## config.mk

```make
export PLATFORM = sky130hd
export DESIGN_NAME = askey_keyer
export DESIGN_NICKNAME = d
export VERILOG_FILES = /design/src/design/askey_pkg.sv /design/src/design/askey_fifo.sv /design/src/design/askey_keyer.sv
export SDC_FILE = /design/constraint.sdc
export NUM_CORES = 1
export LEC_CHECK = 0
export BUFFER_PORTS_ARGS = -buffer_cell sky130_fd_sc_hd__buf_2
export CORE_ASPECT_RATIO = 0.6
export CORE_MARGIN = 2
export CORE_UTILIZATION = 60
export CTS_BUF_LIST = sky130_fd_sc_hd__clkbuf_8
export DETAILED_ROUTE_END_ITERATION = 7
export PLACE_DENSITY_LB_ADDON = 0.08
export SLEW_MARGIN = 30
export SYNTH_ARGS = -nofsm -noshare
export SYNTH_HDL_FRONTEND = slang
export SYNTH_HIERARCHICAL = 1
export SYNTH_SLANG_ARGS = --single-unit
```

## constraint.sdc

```tcl
create_clock -name clk -period 8.2 [get_ports clk]
set_input_delay 0.41 -clock clk [delete_from_list [all_inputs] [get_ports clk]]
set_output_delay 0.41 -clock clk [all_outputs]
set_load 0.01 [all_outputs]
```

## src/design/askey_pkg.sv

```systemverilog
/*
  Constants for the automatic sequence keyer: matrix layout, row counts,
  character codes and Morse mapping codes.
  Assumes nothing of its surroundings; imported by askey_keyer and the bench.
*/
package askey_pkg;
  localparam int CHAR_W = 7;               // ASCII bits A_0..A_6
  localparam int ROWS = 21;                // 3 call + 3 aux + 15 ident
  localparam int ROW_W = 5;                // Row index width
  localparam logic [4:0] CALL_FIRST = 5'h00; // Rows one to three
  localparam logic [4:0] CALL_LAST = 5'h02;
  localparam logic [4:0] AUX_FIRST = 5'h03;  // Rows four to six
  localparam logic [4:0] AUX_LAST = 5'h05;
  localparam logic [4:0] IDENT_FIRST = 5'h06; // Next fifteen rows
  localparam int IDENT_MAX = 15;
  localparam logic [4:0] TERM_RESET = 5'h10; // Hole 16: all fifteen used
  localparam int FIFO_W = 8;               // Flag + 7-bit code
  localparam int FIFO_D = 8;
  localparam logic [6:0] ASCII_CR = 7'h0d;
  localparam logic [6:0] ASCII_LF = 7'h0a;
  // Morse-side substitutes carried in the output word (flag bit set)
  localparam logic [6:0] MORSE_GO_AHEAD = 7'h01; // go_ahead_prosign
  localparam logic [6:0] MORSE_END_MSG = 7'h02;  // end_of_message_prosign
  localparam logic [6:0] MORSE_ERROR = 7'h03;    // Eight dots
  typedef enum logic [1:0] {ASKEY_CALL, ASKEY_AUX, ASKEY_IDENT} askey_sel_t;
  typedef enum {ASKEY_IDLE, ASKEY_LOAD, ASKEY_WAIT} askey_state_t;
endpackage

```

## src/design/askey_fifo.sv

```systemverilog
/*
  Synchronous FIFO with valid/ready handshake on both sides.
  Assumes one clock and an asynchronous active-high reset.
*/
`timescale 1ns/10ps
module askey_fifo #(
  parameter int WIDTH = 8,
  parameter int DEPTH = 8
) (
  input wire logic clk,
  input wire logic rst,
  input wire logic [WIDTH-1:0] in_data,
  input wire logic in_valid,
  output logic in_ready,
  output logic [WIDTH-1:0] out_data,
  output logic out_valid,
  input wire logic out_ready
);
  localparam int AW = $clog2(DEPTH);
  logic [WIDTH-1:0] mem [DEPTH];   // Storage words
  logic [AW-1:0] wr_r;             // Write pointer
  logic [AW-1:0] rd_r;             // Read pointer
  logic [AW:0] cnt_r;              // Fill level
  logic push;
  logic pop;
  assign in_ready = (cnt_r != (AW+1)'(DEPTH));
  assign out_valid = (cnt_r != '0);
  assign out_data = mem[rd_r];
  assign push = in_valid && in_ready;
  assign pop = out_valid && out_ready;

  // Storage write; no reset needed as data is qualified by count
  always_ff @(posedge clk) begin
    if (push) begin
      mem[wr_r] <= in_data;
    end
  end

  // Pointers and fill level
  always_ff @(posedge clk or posedge rst) begin
    if (rst) begin
      wr_r <= '0;
      rd_r <= '0;
      cnt_r <= '0;
    end else begin
      if (push) begin
        wr_r <= (wr_r == AW'(DEPTH-1)) ? '0 : wr_r + 1'b1;
      end
      if (pop) begin
        rd_r <= (rd_r == AW'(DEPTH-1)) ? '0 : rd_r + 1'b1;
      end
      cnt_r <= cnt_r + (AW+1)'(push) - (AW+1)'(pop);
    end
  end

  // Never overrun or underrun
  fill_bound_a: assert property (@(posedge clk) disable iff (rst)
    cnt_r <= (AW+1)'(DEPTH)) else $error("fifo count over depth");
endmodule

```

## src/design/askey_keyer.sv

```systemverilog
/*
  Automatic sequence keyer: plays stored character rows while a sequence
  key is held and hands each character, mapped for the selected mode, to
  the encoder through an 8-word FIFO.
  Assumes synchronous key inputs, a matrix presented as a flat bit vector
  (one 7-bit row per character) and an encoder that takes one word per
  valid/ready handshake and raises enc_done when it has sent it.
*/
// How it works
// Three keys each replay stored sequence automatically
// Call and auxiliary keys hold three characters
// Identifier key replays up to fifteen characters
// Held key repeats sequence from first character
// Rows: call 1-3, aux 4-6, ident next 15
// Row holds ASCII bits A_0..A_6, diode is one
// Morse: CR go-ahead, LF end, unknown eight dots
// Identifier ends at terminating row, used plus one
// Ascending rows; next char after encoder finishes
`timescale 1ns/10ps
module askey_keyer
  import askey_pkg::*;
(
  input wire logic clk,
  input wire logic rst,
  input wire logic general_call_key,       // Held high while pressed
  input wire logic aux_key,
  input wire logic identifier_key,
  input wire logic morse_mode,             // 1 Morse, 0 teleprinter
  input wire logic [ROWS*CHAR_W-1:0] matrix, // Row k at bits k*7 +: 7
  input wire logic [4:0] term_hole,        // Jumper hole 1..16
  output logic [FIFO_W-1:0] enc_data,      // {substitute flag, code}
  output logic enc_valid,
  input wire logic enc_ready,
  input wire logic enc_done,               // Pulse: character sent
  output logic busy_r                      // Sequence in progress
);
  askey_state_t state_r;
  askey_sel_t sel_r;                // Key being played
  logic [4:0] row_r;                // Current matrix row
  logic [4:0] term_r;               // Captured terminating hole
  logic [FIFO_W-1:0] push_data_r;   // Word offered to the FIFO
  logic push_valid_r;
  logic fifo_in_ready;
  logic [FIFO_W-1:0] fifo_data;
  logic fifo_valid;
  logic enc_valid_r;
  logic [FIFO_W-1:0] enc_data_r;
  logic any_key;
  logic [4:0] last_row;
  logic [4:0] first_row;

  // Row fetch: diode present reads one, so no inversion needed
  function automatic logic [6:0] row_code(input logic [4:0] r);
    row_code = matrix[r*CHAR_W +: CHAR_W];
  endfunction

  // Morse substitution; letters, digits and listed punctuation pass
  function automatic logic [7:0] map_char(input logic [6:0] c,
                                          input logic morse);
    logic [6:0] u;
    u = (c >= 7'h61 && c <= 7'h7a) ? c - 7'h20 : c;
    if (!morse) begin
      map_char = {1'b0, c};
    end else if (c == ASCII_CR) begin
      map_char = {1'b1, MORSE_GO_AHEAD};
    end else if (c == ASCII_LF) begin
      map_char = {1'b1, MORSE_END_MSG};
    end else if ((u >= 7'h41 && u <= 7'h5a) || (u >= 7'h27 && u <= 7'h3b)
                 || u == 7'h20 || u == 7'h3f || u == 7'h22) begin
      map_char = {1'b0, u};
    end else begin
      map_char = {1'b1, MORSE_ERROR};
    end
  endfunction

  assign any_key = general_call_key | aux_key | identifier_key;

  // Bounds of the selected key's rows
  always_comb begin
    case (sel_r)
      ASKEY_CALL: begin
        first_row = CALL_FIRST;
        last_row = CALL_LAST;
      end
      ASKEY_AUX: begin
        first_row = AUX_FIRST;
        last_row = AUX_LAST;
      end
      default: begin
        first_row = IDENT_FIRST;
        // Hole n marks n-1 used rows; hole 1 would mean an empty message
        last_row = IDENT_FIRST + term_r - 5'h02;
      end
    endcase
  end

  // Terminating hole is a wiring strap, caught only while idle so the
  // end row cannot move under a running row counter and be skipped
  always_ff @(posedge clk or posedge rst) begin
    if (rst) begin
      term_r <= TERM_RESET;
    end else if (state_r == ASKEY_IDLE && term_hole >= 5'h02
                 && term_hole <= TERM_RESET) begin
      term_r <= term_hole;
    end
  end

  // Sequencer: one character per cycle of load then wait for done
  always_ff @(posedge clk or posedge rst) begin
    if (rst) begin
      state_r <= ASKEY_IDLE;
      sel_r <= ASKEY_CALL;
      row_r <= CALL_FIRST;
      push_valid_r <= 1'b0;
      push_data_r <= '0;
      busy_r <= 1'b0;
    end else begin
      case (state_r)
        ASKEY_IDLE: begin
          // Priority call, aux, ident if several keys are down together
          if (any_key) begin
            busy_r <= 1'b1;
            state_r <= ASKEY_LOAD;
            if (general_call_key) begin
              sel_r <= ASKEY_CALL;
              row_r <= CALL_FIRST;
            end else if (aux_key) begin
              sel_r <= ASKEY_AUX;
              row_r <= AUX_FIRST;
            end else begin
              sel_r <= ASKEY_IDENT;
              row_r <= IDENT_FIRST;
            end
          end
        end
        ASKEY_LOAD: begin
          // Hold the word until the FIFO accepts it (back-pressure)
          if (!push_valid_r) begin
            push_data_r <= map_char(row_code(row_r), morse_mode);
            push_valid_r <= 1'b1;
          end else if (fifo_in_ready) begin
            push_valid_r <= 1'b0;
            state_r <= ASKEY_WAIT;
          end
        end
        ASKEY_WAIT: begin
          // Next character only after the encoder reports done
          if (enc_done) begin
            if (row_r != last_row) begin
              row_r <= row_r + 5'h01;
              state_r <= ASKEY_LOAD;
            end else if (any_key) begin
              row_r <= first_row;
              state_r <= ASKEY_LOAD;
            end else begin
              // Released keys still finish the sequence in progress
              state_r <= ASKEY_IDLE;
              busy_r <= 1'b0;
            end
          end
        end
        default: begin
          state_r <= ASKEY_IDLE;
        end
      endcase
    end
  end

  askey_fifo #(.WIDTH(FIFO_W), .DEPTH(FIFO_D)) u_fifo (
    .clk(clk),
    .rst(rst),
    .in_data(push_data_r),
    .in_valid(push_valid_r),
    .in_ready(fifo_in_ready),
    .out_data(fifo_data),
    .out_valid(fifo_valid),
    .out_ready(!enc_valid_r || enc_ready)
  );

  // Output register so encoder-facing signals come from flip-flops
  always_ff @(posedge clk or posedge rst) begin
    if (rst) begin
      enc_valid_r <= 1'b0;
      enc_data_r <= '0;
    end else if (!enc_valid_r || enc_ready) begin
      enc_valid_r <= fifo_valid;
      // Keep the last word when empty; unwritten FIFO words are unknown
      if (fifo_valid) begin
        enc_data_r <= fifo_data;
      end
    end
  end
  assign enc_valid = enc_valid_r;
  assign enc_data = enc_data_r;

  // Row stays within the selected key's block
  row_range_a: assert property (@(posedge clk) disable iff (rst)
    state_r != ASKEY_IDLE |-> row_r >= first_row && row_r <= last_row)
    else $error("row outside key block");
  // Rows advance by one on done
  row_step_a: assert property (@(posedge clk) disable iff (rst)
    state_r == ASKEY_WAIT && enc_done && row_r != last_row
    |=> row_r == $past(row_r) + 5'h01) else $error("row skipped");
  // Held key wraps to first row
  seq_repeat_a: assert property (@(posedge clk) disable iff (rst)
    state_r == ASKEY_WAIT && enc_done && row_r == last_row && any_key
    |=> row_r == first_row && state_r == ASKEY_LOAD)
    else $error("no repeat");
  // No new load before done
  wait_done_a: assert property (@(posedge clk) disable iff (rst)
    state_r == ASKEY_WAIT && !enc_done |=> state_r == ASKEY_WAIT)
    else $error("left wait early");
  // Key press starts a sequence
  key_start_a: assert property (@(posedge clk) disable iff (rst)
    state_r == ASKEY_IDLE && any_key |=> state_r == ASKEY_LOAD ##1
    push_valid_r) else $error("key ignored");
  // CR in Morse becomes go-ahead
  cr_map_a: assert property (@(posedge clk) disable iff (rst)
    state_r == ASKEY_LOAD && !push_valid_r && morse_mode
    && row_code(row_r) == ASCII_CR
    |=> push_data_r == {1'b1, MORSE_GO_AHEAD}) else $error("CR map");
  // Short keys never exceed three rows
  short_len_a: assert property (@(posedge clk) disable iff (rst)
    sel_r != ASKEY_IDENT |-> last_row - first_row == 5'h02)
    else $error("short length");
  // Identifier length bounded by fifteen rows
  ident_len_a: assert property (@(posedge clk) disable iff (rst)
    sel_r == ASKEY_IDENT |-> last_row < IDENT_FIRST + 5'd15)
    else $error("ident too long");
endmodule

```

### Yosys cells after proc, flatten, opt, wreduce, memory -nomap -nowiden

Memories as Yosys holds them, arrays and structs flattened. A register that Yosys moved wholly into a read port is not among the register bits.
Cells that the tools add are included.
Widths: inputs -> output; s select.

* shift-type cells: 1
* mux-type cells: 34
* bitwise operators: 3
* $lt $le $gt $ge: 8
* reduce and logical (&&, ||, !) cells: 24
* eq/ne operators: 19
* add/subtract/negate cells: 8
* $mul: 1
* div/mod/pow operators: 0

Operators with widths (number)
* $shiftx 147x9->7: 1
* $mux 32: 4
* $pmux 32 s3: 1
* $logic_not 32->1: 2
* $eq 32x1->1 const B: 1
* $eq 32x2->1 const B: 1
* $mux 8: 4
* $eq 7x6->1 const B: 3
* $mux 5: 4
* $pmux 5 s2: 2
* $eq 7x4->1 const B: 2
* $ge 7x7->1 const B: 2
* $le 7x7->1 const B: 2
* $mux 3: 4
* $mux 1: 10
* $ne 2x2->1 const B: 5
* $mul 5x3->8 const B: 1
* $reduce_and 4->1: 2
* $ge 7x6->1 const B: 1
* $le 7x6->1 const B: 1
* $logic_and 1x1->1: 7
* $mux 7: 1
* $sub 7x6->7 const B: 1
* $add 3x1->3 const B: 2
* 25 further kinds: 34

* ROM bits: 0
* memory bits (writable): 64
* flip-flop bits (word level): 65
* bits in latches: 0
* memories kept: 1
* input port bits: 160

Memories
* u_fifo.mem: words 8, width 8, read ports 1, clocked after memory_dff 1, wr ports 1, line askey_fifo.sv:20 `logic [WIDTH-1:0] mem [DEPTH];`

### Logic depth before layout (Yosys ltp)

Gate-level depths: netlist of the first run.

* word-level depth: 15
* depth in mapped cells: 15

### Modules after synthesis

The synthesis of the first run kept the hierarchy.

By module, submodules not included
* askey_keyer: instances 1, area an instance 3422.0 sq um, cells each 358, sequential area each 827.0 sq um
* askey_fifo: instances 1, area an instance 3095.5 sq um, cells each 150, sequential area each 2172.1 sq um

### Worst setup path before layout of the first run

No wires, ideal clock.

* kind: register to register
* start point: register row_r[1]
* end point: register push_data_r[5]
* data required time: 8.134 ns
* period minus slack after synthesis: 3.103 ns
* data arrival time: 3.038 ns
* stages on the path, launching flop included: 14
* setup slack: 5.097 ns
* cell sequence: dfrtp_1 -> buf_6 -> buf_6 -> mux4_2 -> mux2_2 -> nand2_1 -> and3_1 -> inv_2 -> ha_1 -> a41o_1 -> a32oi_2 -> o2111ai_2 -> o41ai_1 -> a31o_1

* word-level cells in the longest chain between the ends: 15
* elaborated cells on any way between the ends: 26
* classes of those cells: 1 x add/sub; 1 x mul; 6 x order compare; 5 x eq/ne; 1 x shift; 5 x mux; 7 x reduce/logical

RTL lines
* start: declaration: line askey_keyer.sv:39 `logic [4:0] row_r;`
* start signal: assignment: line askey_keyer.sv:150 `row_r <= row_r + 5'h01;`
* start signal: assignment: line askey_keyer.sv:153 `row_r <= first_row;`
* $mul 5x3->8 *: line askey_keyer.sv:54 `row_code = matrix[r*CHAR_W +: CHAR_W];`
* $shiftx 147x9->7 *: line askey_keyer.sv:54
* $ge 7x7->1 or $le 7x7->1 (tied branches): line askey_keyer.sv:61 `u = (c >= 7'h61 && c <= 7'h7a) ? c - 7'h20 : c;`
* $logic_and 1x1->1: line askey_keyer.sv:61
* $mux 7: line askey_keyer.sv:61
* $ge 7x7->1 (tied with other cells): line askey_keyer.sv:68 `end else if ((u >= 7'h41 && u <= 7'h5a) || (u >= 7'h27 && u <= 7'h3b)`
* $logic_and 1x1->1: line askey_keyer.sv:68
* $logic_or 1x1->1: line askey_keyer.sv:68
* $logic_or 1x1->1 (3 in series): line askey_keyer.sv:69 `|| u == 7'h20 || u == 7'h3f || u == 7'h22) begin`
* $mux 8: line askey_keyer.sv:68
* $mux 8: line askey_keyer.sv:66 `end else if (c == ASCII_LF) begin`
* $mux 8: line askey_keyer.sv:64 `end else if (c == ASCII_CR) begin`
* $mux 8 *: line askey_keyer.sv:62 `if (!morse) begin`
* end signal: assignment: line askey_keyer.sv:139 `push_data_r <= map_char(row_code(row_r), morse_mode);`
* end: declaration: line askey_keyer.sv:41 `logic [FIFO_W-1:0] push_data_r;`

Mark *: on every way between the ends. The rest lies on a longest branch, timed or not.
A chain may end at the register's enable or synchronous reset.

### Worst setup path in the final report of the first run

Same ends and word-level chain as after synthesis.

==> results.sh, run 1 <==
export IMPL_status="completed"
export IMPL_synth_yosys_seq_area_share=0.460
export IMPL_synth_top_area_share=0.295
export IMPL_grt_max_degree=62
export IMPL_ios=170
export IMPL_clkTransAtPathRegs_ps=100
export IMPL_yosysUniqueCellTypes=73
export IMPL_io_buffers=169
export IMPL_first_global_vias=4861
export IMPL_ff_latch_area_um2=3000
export IMPL_vias_per_cell=6.17
export IMPL_finalHoldViolCount=0
export IMPL_crit_fanout=61
export IMPL_grt_setup_unrepaired="no"
export IMPL_fin_crit_ps=3960
export IMPL_drt_total_wl_um=15600
export IMPL_postCtsSetupRepairBufs=0
export IMPL_synth_area_um2=6520
export IMPL_ys_seq_elements=107
export IMPL_syn_area_per_cell_um2=12.8
export IMPL_min_path_type="in -> async"
export IMPL_final_area_um2=7560
export IMPL_first_pass_iters=5
export IMPL_syn_nets=682
export IMPL_place_congestion=0.912
export IMPL_ys_flop_type="edfxtp_1"
export IMPL_place_area_um2=7390
export IMPL_tns_ps=0
export IMPL_clock_skew_final_ps=9.49
export IMPL_cts_resized=0
export IMPL_path_class="reg -> reg"
export IMPL_yosysWarnings=6
export IMPL_maxCapViolCount=0
export IMPL_setup_violations=0
export IMPL_slew_headroom=0.424
export IMPL_cts_buffers=9
export IMPL_place_ws_ps=4330
export IMPL_mostFrequentLayoutCell="buf_2"
export IMPL_grt_pass1_wl_um=25100
export IMPL_synthTopCellsByArea="edfxtp_1, dfrtp_1, mux4_2"
export IMPL_gr_total_overflow=0
export IMPL_drt_iter0_drc=456
export IMPL_drive_above_1_share=0.405
export IMPL_die_y_um=84.7
export IMPL_cts_max_level=3
export IMPL_hold_buffers=0
export IMPL_post_route_period_util=0.483
export IMPL_timing_final_ws_setup_ps=4240
export IMPL_power_density_nw_per_um2=367
export IMPL_cp_required_ps=8500
export IMPL_rows=29
export IMPL_core_area_um2=10600
export IMPL_ant_nets=0
export IMPL_layout_common_cells="buf_2, edfxtp_1, dfrtp_1"
export IMPL_cts_tree="done"
export IMPL_multiInputGateArea_um2=3250
export IMPL_clock_path_buffers=2
export IMPL_clk_latency_ps=370
export IMPL_tightest_slew_ps=864
export IMPL_drv_slew=0
export IMPL_chipWidth_um=139
export IMPL_initial_core_util=0.617
export IMPL_dp_hpwl_um=12300
export IMPL_end_kind="flip-flop"
export IMPL_antenna_found_initial=0
export IMPL_async_flop_share=0.402
export IMPL_ir_worst_vdd_mv=0.218
export IMPL_clk_root_buffer_cell="clkbuf_8"
export IMPL_fmax_ghz=0.252
export IMPL_nets=840
export IMPL_clkSinkCount=107
export IMPL_synth_edff_count=64
export IMPL_cp_arrival_ps=4260
export IMPL_post_drt_wl_per_cell_um=19.3
export IMPL_fillers=744
export IMPL_die_area_um2=11700
export IMPL_antennaDiodeCount=0
export IMPL_syn_to_final_growth_pct=16.1
export IMPL_num_vias=5001
export IMPL_synth_cells=508
export IMPL_cp_start_kind="flip-flop"
export IMPL_drcViolationCount=0
export IMPL_p_leak_uw=0.00318
export IMPL_track_usage=0.277
export IMPL_post_synth_top_area_cell="edfxtp_1"
-- registers in the layout (all words and copies together), names as in the netlist --
register / flops
u_fifo/rd_r: 3
term_r: 5
busy_r: 1
state_r: 2
enc_valid: 1
push_valid_r: 1
u_fifo/wr_r: 3
row_r: 5
push_data_r: 8
u_fifo/cnt_r: 4
u_fifo/mem: 64
enc_data: 8
sel_r: 2
-- worst max-delay path, stage by stage (launching register included) --
cell and delay, ps:
dfrtp_2 360, buf_4 640, mux4_2 590, mux2_2 310
nand2_1 70, and3_1 220, inv_2 100, ha_1 240
a41o_1 240, a32oi_2 300, o2111ai_2 210, o41ai_1 390
a31o_1 160
-- routing by layer --
layer,global-route usage,share of wire,up-vias
met2,0.423,0.45,217
li1,-,-,2305
met1,0.426,0.47,2467
met3,0.0531,0.078,12
met4,0.0455,0.0047,0
met5,0,0,-
-- layout make-up --
cell class                      count  area share
Multi-Input combinational cell    355       0.429
Sequential cell                   107       0.397
Timing Repair Buffer              176       0.119
Tap cell                          139      0.0230
Clock buffer                        9      0.0164
Inverter                           17     0.00877
Clock inverter                      7     0.00695
-- stage by stage --
| stage | utilization | cells | hold WS (ps) | power (uW) |
|---|---|---|---|---|
| after floorplan | - | 508 | 250 | 2150 |
| after global placement | 0.699 | 794 | 421 | 2400 |
| after detailed placement | 0.700 | 794 | 441 | 2480 |
| after CTS | 0.716 | 810 | 30.6 | 2770 |
| after global routing | 0.716 | 810 | 66.6 | 2960 |
| final | 0.716 | 810 | 39.3 | 2780 |
-- logic make-up (layout without fill, tap and decap cells) --
| group | count (synthesis) | count (layout) | synth area share |
|---|---|---|---|
| simple gates | 138 | 138 | 0.113 |
| flops | 107 | 107 | 0.460 |
| compound gates | 106 | 106 | 0.119 |
| mux | 92 | 92 | 0.229 |
| buf+inv | 46 | 209 | 0.0438 |
| fa+ha+maj | 14 | 14 | 0.0280 |
| xor+xnor | 5 | 5 | 0.00672 |
-- power breakdown --
part	total, uW	internal [uW]	switching (uW)
clock network	288	113	175
logic	1470	715	758
registers	1020	800	215
-- worst paths after layout --
| check | from | end | slack (ps) | depth (start not counted) |
|---|---|---|---|---|
| min | rst | u_fifo/cnt_r[3] | 40 | 2 |
| max in group asynchronous | rst | term_r[4] | 7740 | 3 |
| max reg2reg | row_r[1] | push_data_r[5] | 4240 | 12 |
| min in group clk | enc_done | state_r[1] | 250 | 2 |
| max | row_r[1] | push_data_r[5] | 4240 | 12 |
| min reg2reg | enc_data[3] | enc_data[3] | 510 | 1 |
-- synth_stat cells (12+ instances only) --
cell	count
inv_1	15
mux4_1	16
dfrtp_1	42
mux2_2	26
ha_1	13
nor2_1	19
nor2b_1	12
a21oi_1	13
nand2_1	38
mux4_2	19
o21ai_0	26
edfxtp_1	64
mux2i_1	23
No activity file was read; power rests on OpenSTA's default activity.
==> run 2: changes to the inputs <==
--- a/config.mk
+++ b/config.mk
@@ -5,10 +5,11 @@
 export SDC_FILE = /design/constraint.sdc
 export NUM_CORES = 1
 export LEC_CHECK = 0
+export ABC_AREA = 1
 export BUFFER_PORTS_ARGS = -buffer_cell sky130_fd_sc_hd__buf_2
 export CORE_ASPECT_RATIO = 0.6
 export CORE_MARGIN = 2
-export CORE_UTILIZATION = 60
+export CORE_UTILIZATION = 51
 export CTS_BUF_LIST = sky130_fd_sc_hd__clkbuf_8
 export DETAILED_ROUTE_END_ITERATION = 7
 export PLACE_DENSITY_LB_ADDON = 0.08
==> constraint.sdc (replaced) <==
create_clock -name clk -period 3.6 [get_ports clk]
set_input_delay 0.18 -clock clk [delete_from_list [all_inputs] [get_ports clk]]
set_output_delay 0.18 -clock clk [all_outputs]
set_load 0.01 [all_outputs]
==> results.sh, run 2 <==
export IMPL_status="completed"
export IMPL_top_register="u_fifo/mem"
export IMPL_synth_cells=973
export IMPL_vias_per_cell=4.99
export IMPL_end_kind="flip-flop"
export IMPL_first_global_vias=6091
export IMPL_yosysUniqueCellTypes=41
export IMPL_yosys_top_cells_count="nand2_1, inv_1, nor2_1, nand3_1, edfxtp_1"
export IMPL_whs_path_depth=2
export IMPL_postCtsSetupRepairBufs=0
export IMPL_slowest_delay_ps=570
export IMPL_drt_iter0_drc=583
export IMPL_grt_setup_unrepaired="no"
export IMPL_clock_skew_final_ps=13.3
export IMPL_syn_area_per_cell_um2=7.26
export IMPL_die_area_um2=14800
export IMPL_cp_start_kind="flip-flop"
export IMPL_clkSinkCount=107
export IMPL_reg2reg_setup_slack_ps=590
export IMPL_core_area_um2=13600
export IMPL_power_density_nw_per_um2=852
export IMPL_largest_reg_flops=64
export IMPL_fillers=1312
export IMPL_timing_rr_start="row_r[1]"
export IMPL_mostFrequentLayoutCell="nand2_1"
export IMPL_antennaDiodeCount=0
export IMPL_synth_top_area_share=0.272
export IMPL_clkTransAtPathRegs_ps=110
export IMPL_fmax_ghz=0.332
export IMPL_drcViolationCount=0
export IMPL_slowest_stage="dfrtp_1"
export IMPL_cp_arrival_ps=3290
export IMPL_first_pass_iters=5
export IMPL_yosysWarnings=6
export IMPL_clk_root_buffer_cell="clkbuf_8"
export IMPL_ys_seq_elements=107
export IMPL_tightest_slew_ps=931
export IMPL_antenna_found_initial=0
export IMPL_synth_yosys_seq_area_share=0.425
export IMPL_post_drt_wl_per_cell_um=14.3
export IMPL_synth_edff_count=64
export IMPL_io_buffers=169
export IMPL_hold_buffers=2
export IMPL_crit_chain="inv_1, buf_4, nor2_1, o21ai_0, nand3_1, nand3_1, nand2_1, nand2_1, nand2_2, ha_1, nand2_1, nor2_1, nand2_2, nand2_2, nand2_1, nand2_1, nand3_1, nand2_1, nand2_1, nand2_2, nand2_1, nand2_1, nand2_1"
export IMPL_cts_max_level=3
export IMPL_synthTopCellsByArea="edfxtp_1, nand2_1, dfrtp_1"
export IMPL_fin_cells=1307
export IMPL_track_usage=0.264
export IMPL_nets=1301
export IMPL_synth_area_um2=7060
export IMPL_p_leak_uw=0.00434
export IMPL_initial_core_util=0.520
export IMPL_slew_headroom=0.376
export IMPL_clk_latency_ps=380
export IMPL_ys_flop_type="edfxtp_1"
export IMPL_min_path_type="in -> reg"
export IMPL_tns_ps=0
export IMPL_finalHoldViolCount=0
export IMPL_rr_worst_depth=23
export IMPL_syn_to_final_growth_pct=16.6
export IMPL_ir_worst_vdd_mv=0.370
export IMPL_ios=170
export IMPL_grt_max_degree=77
export IMPL_cts_buffers=9
export IMPL_maxCapViolCount=0
export IMPL_path_class="reg -> reg"
export IMPL_num_vias=6526
export IMPL_yosysMostFrequentCell="nand2_1"
export IMPL_fin_crit_ps=3010
export IMPL_min_from="term_hole[0]"
export IMPL_placed_cells=1289
export IMPL_syn_nets=1147
export IMPL_crit_path_frequent_cell="nand2_1"
export IMPL_dp_hpwl_um=13800
export IMPL_chipWidth_um=156
export IMPL_post_synth_top_area_cell="edfxtp_1"
export IMPL_gr_total_overflow=0
export IMPL_cts_tree="done"
export IMPL_hold_path_end="term_r[0]"
export IMPL_cts_resized=0
export IMPL_post_route_period_util=0.837
export IMPL_setup_violations=0
export IMPL_clock_path_buffers=2
export IMPL_async_flop_share=0.402
export IMPL_cp_required_ps=3870
export IMPL_drive_above_1_share=0.216
export IMPL_grt_pass1_wl_um=30400
export IMPL_layout_common_cells="nand2_1, buf_2, inv_1"
export IMPL_crit_fanout=28
export IMPL_rows=33
export IMPL_drv_slew=0
export IMPL_drt_total_wl_um=18700
export IMPL_die_y_um=95.2
export IMPL_rr_endpoint="push_data_r[1]"
export IMPL_ant_nets=0
export IMPL_place_congestion=0.893
[run 2: cell count changes after synthesis, sizes merged, moves of 23 or more]
cell   previous run  this run
nor2             19        96
o21ai            29        73
mux4             35         0
mux2i            23         0
inv              17       155
nand3            10        89
nand2            39       320
mux2             34        10
[run 2: critical path, delay by kind of cell, from the launching register on]
family | cells | cell delay [ps]
simple gates | 19 | 1690
flops | 1 | 570
buf+inv | 2 | 350
fa+ha+maj | 1 | 190
compound gates | 1 | 90
[run 2: cells by family after synthesis]
logic type                 synth area share
AOI/OAI and AO/OA                    0.0896
xor gates and xnor gates            0.00744
adders and majority gates            0.0259
buffers and inverters                 0.128
DFF                                   0.425
muxes                                0.0159
and+or+nand+nor                       0.308
[run 2: through the flow]
stage                     utilization  setup slack, ps  cell area, um^2  hold slack (ps)  power (uW)
final                           0.606              586             8240             48.8        7010
after global routing            0.606              302             8240             33.3        7710
after CTS                       0.605              676             8220             38.6        6970
after detailed placement        0.587              714             7970              207        6110
after global placement          0.587              806             7970              200        6080
after floorplan                     -             1220             7060             20.2        5190
[run 2: where the power goes]
part	leakage [uW]	total, uW	internal (uW)	switching, uW
sequential	0.00110	2130	1780	350
combinational	0.00312	4040	1410	2630
clock	0.000114	845	406	439
total	0.00434	7010	3590	3420
[run 2: metal layers]
layer / wire length (um) / share of wire / vias up / global-route usage
met5: 0 / 0 / - / 0
met4: 96 / 0.0051 / 0 / 0.0520
met3: 1540 / 0.082 / 9 / 0.0623
met2: 7550 / 0.40 / 242 / 0.376
met1: 9490 / 0.51 / 2901 / 0.407
li1: - / - / 3374 / -
[run 2: layout make-up]
| class | instances | area, um^2 | share of cell area |
|---|---|---|---|
| multi-input cells | 669 | 3200 | 0.388 |
| inverters | 157 | 594 | 0.0722 |
| well taps | 175 | 219 | 0.0266 |
| repair buffers | 183 | 993 | 0.121 |
| flip-flops and latches | 107 | 3000 | 0.364 |
| clock buffers | 9 | 124 | 0.0150 |
| clock inverters | 7 | 108 | 0.0131 |
[run 2: worst max path at each step]
stage,startpoint,endpoint,slack [ps]
final,row_r[1],push_data_r[1],590
after detailed placement,row_r[1],push_data_r[1],710
after floorplan,row_r[0],push_data_r[1],1220
after global placement,row_r[1],push_data_r[1],810
after global routing,row_r[1],push_data_r[1],300
after CTS,row_r[1],push_data_r[1],680
